===== config.mk =====
export PLATFORM = sky130hd
export DESIGN_NAME = sem_serial_mem_master
export DESIGN_NICKNAME = d
export VERILOG_FILES = /design/src/rtl/sem_pkg.sv /design/src/rtl/sem_serial_mem_master.sv
export VERILOG_INCLUDE_DIRS = /design/src /design/src/rtl
export SDC_FILE = /design/constraint.sdc
export NUM_CORES = 1
export LEC_CHECK = 0
export ABC_AREA = 1
export BUFFER_PORTS_ARGS = -buffer_cell sky130_fd_sc_hd__buf_2
export CORE_MARGIN = 2
export CORE_UTILIZATION = 60
export CTS_CLUSTER_DIAMETER = 60
export DETAILED_ROUTE_END_ITERATION = 16
export GPL_TIMING_DRIVEN = 0
export PLACE_DENSITY = 0.8
export REMOVE_ABC_BUFFERS = 1
export SLEW_MARGIN = 20
export SYNTH_ARGS = -nofsm -noshare
export SYNTH_HDL_FRONTEND = slang
export SYNTH_SLANG_ARGS = --single-unit

===== constraint.sdc =====
create_clock -name clk_sys -period 2.65 [get_ports clk_sys]
set_clock_uncertainty 0.05 [all_clocks]
set_input_delay 0.1325 -clock clk_sys [delete_from_list [all_inputs] [get_ports clk_sys]]
set_output_delay 0.1325 -clock clk_sys [all_outputs]
set_load 0.02 [all_outputs]

===== src/rtl/sem_regs.svh =====
// Constants of the serial memory master: fields, codes, reset values and timing
// Function
// - Two-pin mode uses pins four and five
// - Data then code 0011 starts byte transmit
// - Busy falls at end; completion pulse then
// - Status bit 5 low means ACK received
// - Status bit 4 low means ACK sent
// - Code 0001 receives byte, sends ACK
// - Code 0110 receives last byte, no ACK
// - Code 0101 gives STOP, 1001 START
// - Code 0000 stops the free running clock
// - Unknown code does nothing, sets error bit 7
// - Two-pin clock 78kHz, runs between transfers from START until code 0000
// - Pin select 3 gives 500kHz three-pin mode
// - Control write starts at most 8 bits
// - Issue exactly count clocks, 0 to 8
// - Read bits MSB first, right justified
// - Write bits MSB first from data MSB
// - Zero count: no clocks, data obeys float
// - Float releases data after last rising edge
// - Wait-ready with float delays busy until data rises
// - Bit 6 busy; completion pulse on fall
`ifndef SEM_REGS_SVH
`define SEM_REGS_SVH
// ****************************************
// Control register fields
// ****************************************
`define SEM_BIT_ERROR 7
`define SEM_BIT_BUSY 6
`define SEM_BIT_RXACK 5
`define SEM_BIT_TXACK 4
`define SEM_BIT_WFR 7
`define SEM_BIT_FLOAT 5
`define SEM_BIT_RD 4
`define SEM_CNT_MAX 4'h8
// ****************************************
// Pin select values and command codes
// ****************************************
`define SEM_SEL_2W 2'h1
`define SEM_SEL_3W 2'h3
`define SEM_CMD_NOP 4'h0
`define SEM_CMD_RX 4'h1
`define SEM_CMD_TX 4'h3
`define SEM_CMD_STOP 4'h5
`define SEM_CMD_RXLAST 4'h6
`define SEM_CMD_START 4'h9
// ****************************************
// Reset values
// ****************************************
`define SEM_RST_ACKN 1'h1
`define SEM_RST_DATA 8'h00
// ****************************************
// Timing: half bit periods in clk_sys cycles
// ****************************************
`define SEM_CLK_HZ 50000000
`define SEM_FREQ_2W_HZ 78000
`define SEM_FREQ_3W_HZ 500000
`define SEM_HALF_2W ((`SEM_CLK_HZ + 2 * `SEM_FREQ_2W_HZ - 1) / (2 * `SEM_FREQ_2W_HZ))
`define SEM_HALF_3W ((`SEM_CLK_HZ + 2 * `SEM_FREQ_3W_HZ - 1) / (2 * `SEM_FREQ_3W_HZ))
`define SEM_DIV_W 9
`endif


===== src/rtl/sem_pkg.sv =====
// Types of the serial memory master
package sem_pkg;
  // Engine states, Gray coded
  typedef enum logic [1:0] {
    SEM_IDLE = 2'b00,
    SEM_RUN = 2'b01,
    SEM_WAIT = 2'b11
  } sem_state_t;
  // Decoded operations
  typedef enum logic [2:0] {
    OP_NOP, OP_START, OP_STOP, OP_TX, OP_RX, OP_RXLAST, OP_3W, OP_BAD
  } sem_op_t;
  // Three-pin control word
  typedef struct packed {
    logic wait_ready_flag;
    logic unused6;
    logic float_after_last_edge;
    logic rd;
    logic [3:0] cnt;
  } sem_ctrl3_t;
  // Drive of the two pins
  typedef struct packed {
    logic sck;
    logic sdaOut;
    logic sdaOe;
  } sem_pins_t;
endpackage : sem_pkg


===== src/rtl/sem_serial_mem_master.sv =====
// Serial memory master engine with two-pin and three-pin modes
`timescale 1ns/1ns
`include "sem_regs.svh"
module sem_serial_mem_master import sem_pkg::*; (
  input wire logic clk_sys,
  input wire logic rst_b,
  input wire logic [1:0] memIfPinSelect,
  input wire logic serialMemControlWr,
  input wire logic serialMemDataWr,
  input wire logic [7:0] wrData,
  output logic [7:0] serialMemControlRd,
  output logic [7:0] serialMemDataRd,
  output logic busyOut,
  output logic completionIrqLine,
  output logic generalPinFourOut,
  output logic generalPinFourOe,
  input wire logic generalPinFiveIn,
  output logic generalPinFiveOut,
  output logic generalPinFiveOe
);
  // ****************************************
  // Helper functions
  // ****************************************
  // Command code to operation
  function automatic sem_op_t decodeCmd(input logic [3:0] c);
    case (c)
      `SEM_CMD_NOP: decodeCmd = OP_NOP;
      `SEM_CMD_RX: decodeCmd = OP_RX;
      `SEM_CMD_TX: decodeCmd = OP_TX;
      `SEM_CMD_STOP: decodeCmd = OP_STOP;
      `SEM_CMD_RXLAST: decodeCmd = OP_RXLAST;
      `SEM_CMD_START: decodeCmd = OP_START;
      default: decodeCmd = OP_BAD;
    endcase
  endfunction : decodeCmd
  function automatic logic [4:0] phaseCount(input sem_op_t op, input logic [3:0] cnt);
    case (op)
      OP_START, OP_STOP: phaseCount = 5'h03;
      OP_TX, OP_RX, OP_RXLAST: phaseCount = 5'h12;
      OP_3W: phaseCount = (cnt > `SEM_CNT_MAX) ? 5'h10 : {cnt, 1'b0};
      default: phaseCount = 5'h00;
    endcase
  endfunction : phaseCount
  // Pin drive for one phase
  function automatic sem_pins_t phasePins(input sem_op_t op, input logic [4:0] p,
      input logic [4:0] nPh, input logic [7:0] d, input sem_ctrl3_t c);
    logic [3:0] bitIx;
    logic hi;
    logic dBit;
    bitIx = p[4:1];
    hi = p[0];
    dBit = (bitIx < 4'h8) ? d[3'(4'h7 - bitIx)] : 1'b1;
    case (op)
      OP_START: phasePins = (p == 5'h00) ? 3'b011 : ((p == 5'h01) ? 3'b111 : 3'b101);
      OP_STOP: phasePins = (p == 5'h00) ? 3'b001 : ((p == 5'h01) ? 3'b101 : 3'b111);
      OP_TX: phasePins = (bitIx < 4'h8) ? {hi, dBit, 1'b1} : {hi, 1'b1, 1'b0};
      OP_RX: phasePins = (bitIx < 4'h8) ? {hi, 1'b1, 1'b0} : {hi, 1'b0, 1'b1};
      OP_RXLAST: phasePins = {hi, 1'b1, 1'b0};
      // Float from the last rising edge on
      OP_3W: phasePins = {hi, c.rd ? 1'b0 : dBit,
                          !c.rd && !(c.float_after_last_edge && p == nPh - 5'h01)};
      default: phasePins = 3'b111;
    endcase
  endfunction : phasePins
  // ****************************************
  // Declarations
  // ****************************************
  sem_state_t state_r; // Engine state
  sem_op_t op_r; // Operation in progress
  sem_ctrl3_t ctl_r; // Latched three-pin control
  sem_pins_t pins_r; // Registered pin drive
  logic [4:0] phase_r; // Next phase to enter
  logic [4:0] nPh_r; // Phases of this operation
  logic [`SEM_DIV_W-1:0] divCnt_r; // Bit clock divider
  logic [`SEM_DIV_W-1:0] halfLim; // Divider wrap value
  logic [7:0] data_r; // Data register
  logic [7:0] shift_r; // Receive shifter
  logic [7:0] shiftNxt; // Shifter with this tick's bit
  logic [7:0] ctrlRd_r; // Control readback
  logic [7:0] dataRd_r; // Data readback
  logic busy_r, irq_r, err_r; // Status
  logic rxAckN_r, txAckN_r; // Acknowledge flags
  logic clkRun_r; // Two-pin clock free running
  logic sckOe_r; // Clock pin enable
  logic sdaS1_r, sdaS2_r, sdaS3_r; // Data pin synchroniser
  logic mode2, mode3, tick, accept, stepRun, finRun, driveRun;
  logic sampleNow, sampleBit, waitReady, done, sdaRise;
  sem_op_t newOp;
  sem_pins_t drv;
  // ****************************************
  // Combinational control
  // ****************************************
  assign mode2 = (memIfPinSelect == `SEM_SEL_2W);
  assign mode3 = (memIfPinSelect == `SEM_SEL_3W);
  assign halfLim = mode3 ? `SEM_DIV_W'(`SEM_HALF_3W - 1) : `SEM_DIV_W'(`SEM_HALF_2W - 1);
  assign tick = (divCnt_r == halfLim);
  // Writes only taken when idle
  // busy blocks writes
  assign accept = serialMemControlWr && !busy_r && (mode2 || mode3);
  assign newOp = mode3 ? OP_3W : decodeCmd(wrData[3:0]);
  assign stepRun = (state_r == SEM_RUN) && tick;
  assign finRun = stepRun && (phase_r == nPh_r);
  assign driveRun = stepRun && !finRun;
  // Sample when leaving a high phase
  assign sampleNow = stepRun && (phase_r != 5'h00) && !phase_r[0];
  assign sampleBit = sampleNow && (phase_r <= 5'h10) &&
                     (op_r == OP_RX || op_r == OP_RXLAST || (op_r == OP_3W && ctl_r.rd));
  assign shiftNxt = sampleBit ? {shift_r[6:0], sdaS2_r} : shift_r;
  assign waitReady = (op_r == OP_3W) && ctl_r.float_after_last_edge && ctl_r.wait_ready_flag;
  assign sdaRise = sdaS2_r && !sdaS3_r;
  assign done = (finRun && !waitReady) || ((state_r == SEM_WAIT) && sdaRise);
  assign drv = phasePins(op_r, phase_r, nPh_r, data_r, ctl_r);
  // ****************************************
  // Bit clock divider
  // ****************************************
  // divider from clk_sys
  always_ff @(posedge clk_sys or negedge rst_b) begin
    if (!rst_b) begin
      divCnt_r <= '0;
    end else if (tick || divCnt_r > halfLim) begin
      divCnt_r <= '0;
    end else begin
      divCnt_r <= divCnt_r + `SEM_DIV_W'(1);
    end
  end
  // ****************************************
  // Data pin synchroniser
  // ****************************************
  // Two stages plus a history stage
  always_ff @(posedge clk_sys or negedge rst_b) begin
    if (!rst_b) begin
      sdaS1_r <= 1'b1;
      sdaS2_r <= 1'b1;
      sdaS3_r <= 1'b1;
    end else begin
      sdaS1_r <= generalPinFiveIn;
      sdaS2_r <= sdaS1_r;
      sdaS3_r <= sdaS2_r;
    end
  end
  // ****************************************
  // Engine sequencing
  // ****************************************
  // State, operation and phase counter
  always_ff @(posedge clk_sys or negedge rst_b) begin
    if (!rst_b) begin
      state_r <= SEM_IDLE;
      op_r <= OP_NOP;
      ctl_r <= '0;
      phase_r <= 5'h00;
      nPh_r <= 5'h00;
      busy_r <= 1'b0;
      irq_r <= 1'b0;
    end else begin
      irq_r <= 1'b0;
      case (state_r)
        SEM_IDLE: begin
          if (accept && newOp != OP_NOP && newOp != OP_BAD) begin
            state_r <= SEM_RUN;
            op_r <= newOp;
            ctl_r <= wrData;
            phase_r <= 5'h00;
            nPh_r <= phaseCount(newOp, wrData[3:0]);
            busy_r <= 1'b1;
          end
        end
        SEM_RUN: begin
          if (finRun) begin
            state_r <= waitReady ? SEM_WAIT : SEM_IDLE;
          end else if (driveRun) begin
            phase_r <= phase_r + 5'h01;
          end
        end
        SEM_WAIT: begin
          if (sdaRise) begin
            state_r <= SEM_IDLE;
          end
        end
        default: begin
          state_r <= SEM_IDLE;
        end
      endcase
      if (done) begin
        busy_r <= 1'b0;
        irq_r <= 1'b1;
      end
    end
  end
  // ****************************************
  // Status flags
  // ****************************************
  // Error, acknowledge and clock-run flags
  always_ff @(posedge clk_sys or negedge rst_b) begin
    if (!rst_b) begin
      err_r <= 1'b0;
      rxAckN_r <= `SEM_RST_ACKN;
      txAckN_r <= `SEM_RST_ACKN;
      clkRun_r <= 1'b0;
    end else begin
      if (accept && mode2) begin
        err_r <= (newOp == OP_BAD);
        if (newOp == OP_NOP) begin
          clkRun_r <= 1'b0;
        end else if (newOp == OP_START) begin
          clkRun_r <= 1'b1;
        end
        if (newOp == OP_RX || newOp == OP_RXLAST) begin
          txAckN_r <= 1'b1;
        end
      end
      if (sampleNow && op_r == OP_TX && phase_r == nPh_r) begin
        rxAckN_r <= sdaS2_r;
      end
      if (finRun && op_r == OP_RX) begin
        txAckN_r <= 1'b0;
      end
    end
  end
  // ****************************************
  // Data register and shifter
  // ****************************************
  // Software load, receive capture
  always_ff @(posedge clk_sys or negedge rst_b) begin
    if (!rst_b) begin
      data_r <= `SEM_RST_DATA;
      shift_r <= 8'h00;
    end else begin
      if (accept) begin
        shift_r <= 8'h00;
      end else begin
        shift_r <= shiftNxt;
      end
      if (serialMemDataWr && !busy_r) begin
        data_r <= wrData;
      end else if (finRun && sampleBit) begin
        data_r <= shiftNxt;
      end else if (finRun && (op_r == OP_RX || op_r == OP_RXLAST)) begin
        data_r <= shift_r;
      end
    end
  end
  // ****************************************
  // Pin drive
  // ****************************************
  // Clock and data pins, all registered
  always_ff @(posedge clk_sys or negedge rst_b) begin
    if (!rst_b) begin
      pins_r <= 3'b110;
      sckOe_r <= 1'b0;
    end else begin
      // pins four and five carry bus
      sckOe_r <= mode2 || mode3;
      if (!(mode2 || mode3)) begin
        pins_r.sdaOe <= 1'b0;
      end else if (driveRun) begin
        pins_r <= drv;
      end else if (finRun && op_r == OP_3W) begin
        pins_r.sck <= 1'b0;
        if (nPh_r == 5'h00) begin
          pins_r.sdaOe <= !ctl_r.float_after_last_edge;
        end
      end else if (state_r == SEM_IDLE && !accept) begin
        if (mode2 && clkRun_r) begin
          pins_r.sck <= tick ? !pins_r.sck : pins_r.sck;
        end else begin
          pins_r.sck <= mode2;
        end
      end
    end
  end
  // ****************************************
  // Readback and outputs
  // ****************************************
  // Registered register views
  always_ff @(posedge clk_sys or negedge rst_b) begin
    if (!rst_b) begin
      ctrlRd_r <= 8'h30;
      dataRd_r <= `SEM_RST_DATA;
    end else begin
      ctrlRd_r <= mode3 ? {1'b0, busy_r, 6'h00} : {err_r, busy_r, rxAckN_r, txAckN_r, 4'h0};
      dataRd_r <= data_r;
    end
  end
  assign serialMemControlRd = ctrlRd_r;
  assign serialMemDataRd = dataRd_r;
  assign busyOut = busy_r;
  assign completionIrqLine = irq_r;
  assign generalPinFourOut = pins_r.sck;
  assign generalPinFourOe = sckOe_r;
  assign generalPinFiveOut = pins_r.sdaOut;
  assign generalPinFiveOe = pins_r.sdaOe;
  // ****************************************
  // Assertions
  // ****************************************
  // Rising clock edges seen in a three-pin op
  logic [4:0] riseCnt_r;
  logic sckPrev_r;
  always_ff @(posedge clk_sys or negedge rst_b) begin
    if (!rst_b) begin
      riseCnt_r <= 5'h00;
      sckPrev_r <= 1'b1;
    end else begin
      sckPrev_r <= pins_r.sck;
      if (accept) begin
        riseCnt_r <= 5'h00;
      end else if (pins_r.sck && !sckPrev_r && busy_r) begin
        riseCnt_r <= riseCnt_r + 5'h01;
      end
    end
  end
endmodule : sem_serial_mem_master


==> results.ini, run 1 <==
[timing]
setup_viol=0
worst_pin_slew_ns=0.553
report.final.slew_viol_count=0
hold_violations=0
fmax_mhz=426
setup_slack_ns=0.300
fin_setup_tns_ns=0
period_share_pct=88.7
max_slew_margin_pct=63.1
post-route-min-period_ns=2.35
grt_setup_unrepaired=false

[synth]
synth-async-reset-ratio_pct=100
synth-edff-count=0
syn_inst=550
synth_cell_types=42
synth_seq_cells=68
yosys.area.top_type=dfrtp_1
synth_seq_area_share_pct=42.3
netlist_area_um2=4050
ys.flop_type=dfrtp_1
synth_area_per_cell_um2=7.37
yosysWarnings=0
synth.area.top_cells=dfrtp_1 (36%), nand2_1 (16%), nand3_1 (7.2%)
yosysTopAreaCellShare_pct=36.4

[clock_network]
clockBufferDepth=2
path_clk_slew_ns=0.07
cts_tree=done
clock-root-buffer=clkbuf_8
htreeDepth=3
clock_latency_ns=0.35
cts_buffers=9
cts.sinks=68
ctsResizeCount=0

[final_layout]
seqCellArea_um2=1710
area_delta_synth_final_pct=10.5
multi_input_area_um2=1990
drive_gt1_share_pct=16.7
layout_commonest_cell=nand2_1
n_fill_cell=547
antenna_cells=0
nets=613
design_area_um2=4480
final_cell_mix=nand2_1 (178), nor2_1 (59), dfrtp_1 (59), nand3_1 (58), inv_1 (57)

[die]
ios=37
die_h_um=86.2
core_um2=6420
fp.dieArea_um2=7430
die_x_um=86.2
row_count=29
start_util_pct=63.1

[critical_path]
crit_cells=11
cpMaxStageDelayCell=dfrtp_1
end_kind=register
critPathRequiredTime_ns=2.88
critPathTopFamily=simple AND/OR/NAND/NOR gates
r2r-end=data_r[2]$_DFFE_PN0P_
rrSetupSlack_ns=0.30
cp_max_fo=18
crit_start=phase_r[1]$_DFFE_PN0P_
timing.critical_path.slowest_cell_delay_ns=0.54
path_cells=clkinv_2 > ha_1 > nand3_2 > nand2_1 > inv_2 > nand2_4 > nor2_8 > nand2_4 > a21oi_2 > nand2_1 > nand3_1
arrival_ns=2.58
cp-start-kind=register
r2r_cells=11
r2r_start=phase_r[1]$_DFFE_PN0P_
path_buf_inv=2
path_class=register to register

[global_route]
grt_pass1_vias=3445
grt_usage_pct=27.0
grt_pass1_wl_mm=15.7
grt_max_degree=53
grt-ovfl-total=0
antenna_found_initial=0

[worst_hold_path]
hold_class=input port to register
min_to=ctl_r[7]$_DFFE_PN0P_
min_path_cells=3
hold_path.startpoint=wrData[7]

[drt]
wl_per_cell_um=13.8
drc_errors=0
vias=3646
dr.pass1.iters=5
viasPerCell=5.44
dr.first_iter.drc_count=251
antenna_left=0
totalWireLength_mm=9.28

[pwr]
power_density_nw_per_um2=904
design_power_total_mw=4.05
ir_drop_mv=0.525
leakagePower_nw=2.46

[place]
portBuffers=32
dpl_cell_area_um2=4240
hpwl_mm=6.71
gp_congestion=0.900
dp_slack_ns=0.191

[run_status]
status=finished, final reports clean

[run]
maxCapViolCount=0

[logic make-up (layout without fill, tap and decap cells)]
logic type,after synthesis,in the layout,share of synthesized area (%)
AO/OA/AOI/OAI,43,43,6.79
other,1,4,0.0926
XOR/XNOR,4,4,0.865
AND/OR/NAND/NOR,343,343,38.0
adder cells (fa/ha/maj),10,10,3.09
flip-flops,68,68,42.3
buffers and inverters,81,121,8.83
[power breakdown]
group	internal (mW)	leakage (nW)	total (mW)	switching, mW
registers	1.35	0.859	1.62	0.270
logic	0.569	1.51	1.65	1.09
clock network	0.363	0.0885	0.772	0.409
[synthesized netlist by cell type, types with 2 or more instances]
cell,instances
o21ai_1,3
buf_2,3
nand4_1,9
dfstp_2,9
a21oi_2,2
nand2_1,178
inv_1,57
nor2_1,59
inv_2,8
o211ai_1,2
xor2_1,4
dfrtp_1,59
a21oi_1,5
nor3_1,12
nand3_2,5
clkbuf_1,2
nand2_4,3
nor3b_1,2
a31oi_1,2
ha_1,10
buf_4,7
nor2_2,6
o21ai_0,16
nand2_2,3
nand3_1,58
nor2_4,2
buf_6,3
o21ai_2,7
[routing by layer]
metal	wire, µm	up-vias	GRT usage (%)
met5	0	-	0
met4	202	0	10.5
met3	503	20	5.24
met2	4460	115	44.3
met1	4110	1682	35.6
li1	-	1829	-
[worst max-delay path by stage]
stage and to:
6_report data_r[2]$_DFFE_PN0P_, 2_1_floorplan data_r[0]$_DFFE_PN0P_, 3_3_place_gp data_r[0]$_DFFE_PN0P_, 5_1_grt data_r[2]$_DFFE_PN0P_, 3_5_place_dp data_r[2]$_DFFE_PN0P_, 4_1_cts data_r[2]$_DFFE_PN0P_
[sequential cells by signal, summed over array words and instances, names as in the netlist, 2 cells and up]
| signal | flops |
|---|---|
| op_r | 3 |
| serialMemControlRd | 4 |
| data_r | 8 |
| ctl_r | 3 |
| nPh_r | 5 |
| phase_r | 5 |
| state_r | 2 |
| divCnt_r | 9 |
| shift_r | 8 |
| serialMemDataRd | 8 |
[what timing repair did]
item / in CTS / in global routing
setup endpoints to repair: 0 / 0
buffers inserted: 0 / 0
hold endpoints to repair: 66 / 0
hold buffers: 6 / 0
[area by class of cell]
type | instances | area share, %
Clock inverter | 6 | 0.866
Sequential cell | 68 | 38.3
Clock buffer | 10 | 3.07
Inverter | 66 | 5.56
Tap cell | 77 | 2.15
Multi-Input combinational cell | 404 | 44.5
Timing Repair Buffer | 39 | 5.59
[stage by stage]
step	utilization (%)	std cells	hold slack (ns)
after floorplan	-	538	-0.213
after global placement	65.6	647	0.190
after detailed placement	66.0	648	-0.0307
after CTS	69.7	670	0.00553
after global routing	69.7	670	0.00967
final	69.7	670	0.0197
[worst reg2reg max path, delay by kind of cell (launching register included)]
kind,cells,cell delay [ns]
adder cells (fa/ha/maj),1,0.24
AND/OR/NAND/NOR,7,0.89
flip-flops,1,0.54
AO/OA/AOI/OAI,1,0.26
buffers and inverters,2,0.31
No activity file was read; power rests on OpenSTA's default activity.
==> run 2, diff against run 1 <==
Settings changed: GPL_TIMING_DRIVEN 0 to not set, SKIP_CTS_REPAIR_TIMING set to 1.
==> run 2 against run 1 <==
Effect of this change: the run now ends with negative hold slack left; total power is 8.4% higher; die area stayed put; via count is 0.16% lower; sequential share of layout area is 0.52 points lower; clock power is 45% higher; hold slack worse by 0.036 ns; critical path type unchanged; critical path depth is 1 higher; utilization is 0.95 points higher.
==> results.ini, run 2 (synthesis results as in run 1) <==
[run_status]
status=finished, violations left  ; was finished, final reports clean
violations=negative hold slack

[critical_path]
end_kind=register  ; unchanged
r2r_cells=12  ; was 11
r2r_start=divCnt_r[0]$_DFF_PN0_  ; was phase_r[1]$_DFFE_PN0P_
r2r-end=data_r[4]$_DFFE_PN0P_  ; was data_r[2]$_DFFE_PN0P_
rrSetupSlack_ns=0.40  ; was 0.30 ns
cp_max_fo=18  ; unchanged
critPathTopFamily=simple AND/OR/NAND/NOR gates  ; unchanged
path_cells=inv_1 > ha_1 > inv_1 > nor2_1 > nand3_1 > nor2_2 > nand2_4 > nor2_8 > nand2_4 > a21oi_2 > nand2_1 > nand3_1  ; was clkinv_2 > ha_1 > nand3_2 > nand2_1 > inv_2 > nand2_4 > nor2_8 > nand2_4 > a21oi_2 > nand2_1 > nand3_1
cpMaxStageDelayCell=dfrtp_1  ; unchanged
cp-start-kind=register  ; unchanged
arrival_ns=2.48  ; was 2.58 ns
timing.critical_path.slowest_cell_delay_ns=0.41  ; was 0.54 ns
crit_start=divCnt_r[0]$_DFF_PN0_  ; was phase_r[1]$_DFFE_PN0P_
path_buf_inv=2  ; unchanged
critPathRequiredTime_ns=2.89  ; was 2.88 ns
crit_cells=12  ; was 11
endpoint=data_r[4]$_DFFE_PN0P_  ; was data_r[2]$_DFFE_PN0P_
path_class=register to register  ; unchanged

[timing]
post-route-min-period_ns=2.25  ; was 2.35 ns
fin_setup_tns_ns=0  ; unchanged
report.final.slew_viol_count=0  ; unchanged
grt_setup_unrepaired=false  ; unchanged
whs_ns=-0.0164  ; was 0.0197 ns
period_share_pct=84.8  ; was 88.7%
hold_violations=2  ; was 0
setup_viol=0  ; unchanged
fmax_mhz=445  ; was 426 MHz

[final_layout]
multi_input_area_um2=1990  ; unchanged
nets=614  ; was 613
antenna_cells=0  ; unchanged
largest_reg_flops=9  ; unchanged
seqCellArea_um2=1710  ; unchanged
n_fill_cell=545  ; was 547
largest-register=divCnt_r  ; unchanged
area_delta_synth_final_pct=12.0  ; was 10.5%
final_cell_mix=nand2_1 (178), nor2_1 (59), dfrtp_1 (59), nand3_1 (58), inv_1 (57)  ; unchanged
layout_commonest_cell=nand2_1  ; unchanged
drive_gt1_share_pct=17.2  ; was 16.7%

[pwr]
switching_share_pct=39.8  ; was 43.6%
p_seq_share_pct=36.8  ; was 40.0%
design_power_total_mw=4.38  ; was 4.05 mW
clock_power_share_pct=25.6  ; was 19.1%
switchingPower_mw=1.75  ; was 1.77 mW
power_frac_comb_pct=37.5  ; was 40.9%
power_density_nw_per_um2=966  ; was 904 nW/µm²
p_int_mw=2.64  ; was 2.28 mW
leakagePower_nw=2.50  ; was 2.46 nW
ir_drop_mv=0.593  ; was 0.525 mV

[clock_network]
clockBufferDepth=2  ; unchanged
clock-root-buffer=clkbuf_8  ; unchanged
cts_buffers=9  ; unchanged
path_clk_slew_ns=0.08  ; was 0.07 ns
htreeDepth=3  ; unchanged
clock_latency_ns=0.35  ; about the same
cts_tree=done  ; unchanged
cts.sinks=68  ; unchanged

[drt]
antenna_left=0  ; unchanged
vias=3640  ; was 3646
wl_per_cell_um=14.2  ; was 13.8 µm
dr.first_iter.drc_count=199  ; was 251
totalWireLength_mm=9.50  ; was 9.28 mm
viasPerCell=5.43  ; was 5.44
drc_errors=0  ; unchanged
dr.pass1.iters=5  ; unchanged

[run]
maxCapViolCount=0  ; unchanged

[die]
fp.dieArea_um2=7430  ; unchanged
die_h_um=86.2  ; unchanged
ios=37  ; unchanged
die_x_um=86.2  ; unchanged
row_count=29  ; unchanged
start_util_pct=63.1  ; unchanged
core_um2=6420  ; unchanged

[global_route]
grt-ovfl-total=0  ; unchanged
grt_max_degree=30  ; was 53
grt_pass1_wl_mm=16.0  ; was 15.7 mm
grt_usage_pct=27.7  ; was 27.0%
antenna_found_initial=0  ; unchanged
grt_pass1_vias=3431  ; was 3445

[place]
portBuffers=32  ; unchanged
gp_congestion=0.915  ; was 0.900
hpwl_mm=7.06  ; was 6.71 mm

[worst_hold_path]
hold_class=input port to register  ; unchanged

## run 2: changes by cell type in the layout (fill, tap and decap cells not counted), sizes merged
cell	previous run	this run
buf	33	37
bufinv	0	4
clkbuf	10	9
clkinv	4	1
clkinvlp	2	1
dlygate4sd3	6	3
## run 2: per-layer routing
layer / GRT usage (%) / vias up / share of wire, %
met4: 11.8 / 0 / 2.3
met1: 37.1 / 1697 / 44
met5: 0 / - / 0
li1: - / 1829 / -
met2: 45.5 / 97 / 49
met3: 4.10 / 17 / 3.9
## run 2: stage by stage
step                setup slack (ns)  area [µm²]  hold WS [ns]  cells  utilization (%)
floorplan                      0.693        3950        -0.213    538                -
global placement               0.403        4250        0.0671    652             66.1
detailed placement             0.307        4250        0.0733    652             66.1
CTS                            0.408        4510        -0.296    667             70.2
global route                   0.157        4540       0.00337    670             70.7
finish                         0.403        4540       -0.0164    670             70.7
## run 2: worst min-delay path, cell delays in order
cell	delay, ns
buf_2	0.10
nand2_1	0.06
nand2_1	0.05
## run 2: final cells by class
| class | instances | share of cell area (%) |
|---|---|---|
| repair buffers | 40 | 5.02 |
| flip-flops and latches | 68 | 37.7 |
| clock inverters | 6 | 3.01 |
| well taps | 77 | 2.12 |
| multi-input cells | 404 | 43.9 |
| inverters | 66 | 5.49 |
| clock buffers | 9 | 2.73 |
## run 2: worst min-delay path by stage
stage | cells after the start | endpoint | slack, ns | start
after floorplan | 0 | busyOut$_DFFE_PN0P_ | -0.21 | rst_b
after global placement | 1 | generalPinFiveOe$_DFFE_PN0P_ | 0.07 | rst_b
after detailed placement | 1 | generalPinFiveOe$_DFFE_PN0P_ | 0.07 | rst_b
after CTS | 1 | op_r[2]$_DFFE_PN0P_ | -0.30 | rst_b
after global routing | 3 | ctl_r[4]$_DFFE_PN0P_ | 0.003 | wrData[4]
final | 3 | ctl_r[4]$_DFFE_PN0P_ | -0.02 | wrData[4]
## run 2: power by group through the flow
stage               clock network (mW)  registers (mW)  logic, mW
global placement                     0            1.61       1.58
CTS                               1.14            1.62       1.64
floorplan                            0            1.67       1.11
finish                            1.12            1.61       1.65
detailed placement                   0            1.63       1.63
global route                      1.17            1.66       1.87
==> run 3, diff against run 2 <==
Clock period 2.65 ns to 2.27 ns, I/O delays scaled along.
==> run 3 against run 2 <==
Effect of this change: final cell count up 1.2%; die area unchanged; via count rose by 3.8%; critical path type unchanged; critical path depth unchanged; highest routed layer unchanged; total power is 13% higher; the flow still finishes with violations (negative hold slack).
==> results.ini, run 3 (synthesis results as in run 1) <==
[run_status]
status=finished, violations left  ; unchanged
violations=negative hold slack  ; unchanged

[final_layout]
layout_commonest_cell=nand2_1  ; unchanged
antenna_cells=0  ; unchanged
final_util_pct=71.6  ; was 70.7%
nets=621  ; was 614
final_cell_mix=nand2_1 (177), nor2_1 (59), dfrtp_1 (58), inv_1 (57), nand3_1 (57)  ; was nand2_1 (178), nor2_1 (59), dfrtp_1 (59), nand3_1 (58), inv_1 (57)
drive_gt1_share_pct=18.6  ; was 17.2%
area_delta_synth_final_pct=13.6  ; was 12.0%
largest_reg_flops=9  ; unchanged
largest-register=divCnt_r  ; unchanged

[critical_path]
path_cells=ha_1 > nand2_1 > inv_1 > nand3_2 > nor2_4 > nand2_4 > nor2_8 > buf_8 > nand3_1 > nand3_1 > nand2_1 > nand2_1  ; was inv_1 > ha_1 > inv_1 > nor2_1 > nand3_1 > nor2_2 > nand2_4 > nor2_8 > nand2_4 > a21oi_2 > nand2_1 > nand3_1
critPathRequiredTime_ns=2.51  ; was 2.89 ns
timing.critical_path.slowest_cell_delay_ns=0.42  ; was 0.41 ns
crit_top_cell=nand2_1
arrival_ns=2.34  ; was 2.48 ns
path_buf_inv=2  ; unchanged
end_kind=register  ; unchanged
cp-start-kind=register  ; unchanged
cp_max_fo=17  ; was 18
path_class=register to register  ; unchanged
critPathTopFamily=simple AND/OR/NAND/NOR gates  ; unchanged
cpMaxStageDelayCell=dfrtp_1  ; unchanged

[die]
row_count=29  ; unchanged
die_x_um=86.2  ; unchanged
fp.dieArea_um2=7430  ; unchanged
core_um2=6420  ; unchanged
die_h_um=86.2  ; unchanged
ios=37  ; unchanged
start_util_pct=63.1  ; unchanged

[pwr]
leakagePower_nw=2.50  ; about the same
power_density_nw_per_um2=1080  ; was 966 nW/µm²
design_power_total_mw=4.95  ; was 4.38 mW
ir_drop_mv=0.602  ; was 0.593 mV

[drt]
dr.pass1.iters=8  ; was 5
drc_errors=0  ; unchanged
vias=3777  ; was 3640
viasPerCell=5.57  ; was 5.43
antenna_left=0  ; unchanged
wl_per_cell_um=14.7  ; was 14.2 µm
totalWireLength_mm=9.95  ; was 9.50 mm
dr.first_iter.drc_count=283  ; was 199

[global_route]
grt_usage_pct=28.8  ; was 27.7%
antenna_found_initial=0  ; unchanged
grt_max_degree=50  ; was 30
grt_pass1_wl_mm=16.8  ; was 16.0 mm
grt_pass1_vias=3653  ; was 3431
grt-ovfl-total=0  ; unchanged

[place]
gp_congestion=0.883  ; was 0.915
hpwl_mm=7.37  ; was 7.06 mm
portBuffers=32  ; unchanged
dp_slack_ns=0.113  ; was 0.307 ns

[run]
maxCapViolCount=0  ; unchanged

[timing]
period_share_pct=92.4  ; was 84.8%
setup_viol=0  ; unchanged
report.final.slew_viol_count=0  ; unchanged
post-route-min-period_ns=2.10  ; was 2.25 ns
hold_violations=1  ; was 2
max_slew_margin_pct=66.6
whs_ns=-0.000102  ; was -0.0164 ns
setup_slack_ns=0.172  ; was 0.403 ns
fmax_mhz=477  ; was 445 MHz
worst_pin_slew_ns=0.500

[clock_network]
cts_tree=done  ; unchanged
htreeDepth=3  ; unchanged
clock_latency_ns=0.35  ; about the same
clockBufferDepth=2  ; unchanged
cts.sinks=68  ; unchanged
clock-root-buffer=clkbuf_8  ; unchanged
cts_buffers=9  ; unchanged
path_clk_slew_ns=0.08  ; about the same

[worst_hold_path]
hold_class=input port to register  ; unchanged

-- run 3: cell types whose count changed in the layout (fill, tap and decap cells not counted), moves of 2 or more --
cell        change
bufinv_16       -3
nor2_4          +2
clkinvlp_4      +2
nor2_2          -2
buf_4           +4
-- run 3: metrics by stage --
stage | instance area (µm²) | instances | setup TNS, ns | hold WS [ns]
4_1_cts | 4500 | 674 | 0 | -0.324
3_5_place_dp | 4310 | 658 | 0 | 0.0520
2_1_floorplan | 3950 | 538 | 0 | -0.232
3_3_place_gp | 4310 | 658 | 0 | 0.0525
6_report | 4600 | 678 | 0 | -0.000102
5_1_grt | 4600 | 678 | -0.00876 | 0.00662
-- run 3: path summary, 6_finish.rpt --
path	depth (start not counted)	slack (ns)	from	end
setup / recovery	12	0.17	divCnt_r[6]$_DFF_PN0_	data_r[7]$_DFFE_PN0P_
hold / removal	3	-0.0001	wrData[5]	ctl_r[5]$_DFFE_PN0P_
setup reg to reg	12	0.17	divCnt_r[6]$_DFF_PN0_	data_r[7]$_DFFE_PN0P_
hold reg to reg	0	0.31	sdaS1_r$_DFF_PN1_	sdaS2_r$_DFF_PN1_
max in group asynchronous	3	1.28	rst_b	rxAckN_r$_DFFE_PN1P_
min in group asynchronous	2	0.20	rst_b	nPh_r[4]$_DFFE_PN0P_
-- run 3: worst register-to-register path, stage by stage, from the launching register on --
cell and delay [ns]:
dfrtp_1 0.42, ha_1 0.34, nand2_1 0.10, inv_1 0.10
nand3_2 0.14, nor2_4 0.14, nand2_4 0.12, nor2_8 0.15
buf_8 0.16, nand3_1 0.09, nand3_1 0.10, nand2_1 0.08
nand2_1 0.06
-- run 3: area by class of cell --
cell class	instances	area [µm²]
Timing Repair Buffer	47	303
Tap cell	77	96.3
Sequential cell	68	1710
Clock inverter	7	75.1
Inverter	66	249
Multi-Input combinational cell	404	2040
Clock buffer	9	124
Fill cell	503	1820
-- run 3: layer usage --
layer	part of all wire [%]	GRT usage, %
met3	4.8	4.10
met5	0	0
met2	50	49.3
met1	43	38.1
met4	2.4	9.66
-- run 3: report_power, final --
group / internal (mW) / total (mW) / switching [mW]
registers: 1.58 / 1.89 / 0.313
logic: 0.700 / 2.05 / 1.35
clock network: 0.512 / 1.01 / 0.500
total: 2.79 / 4.95 / 2.16
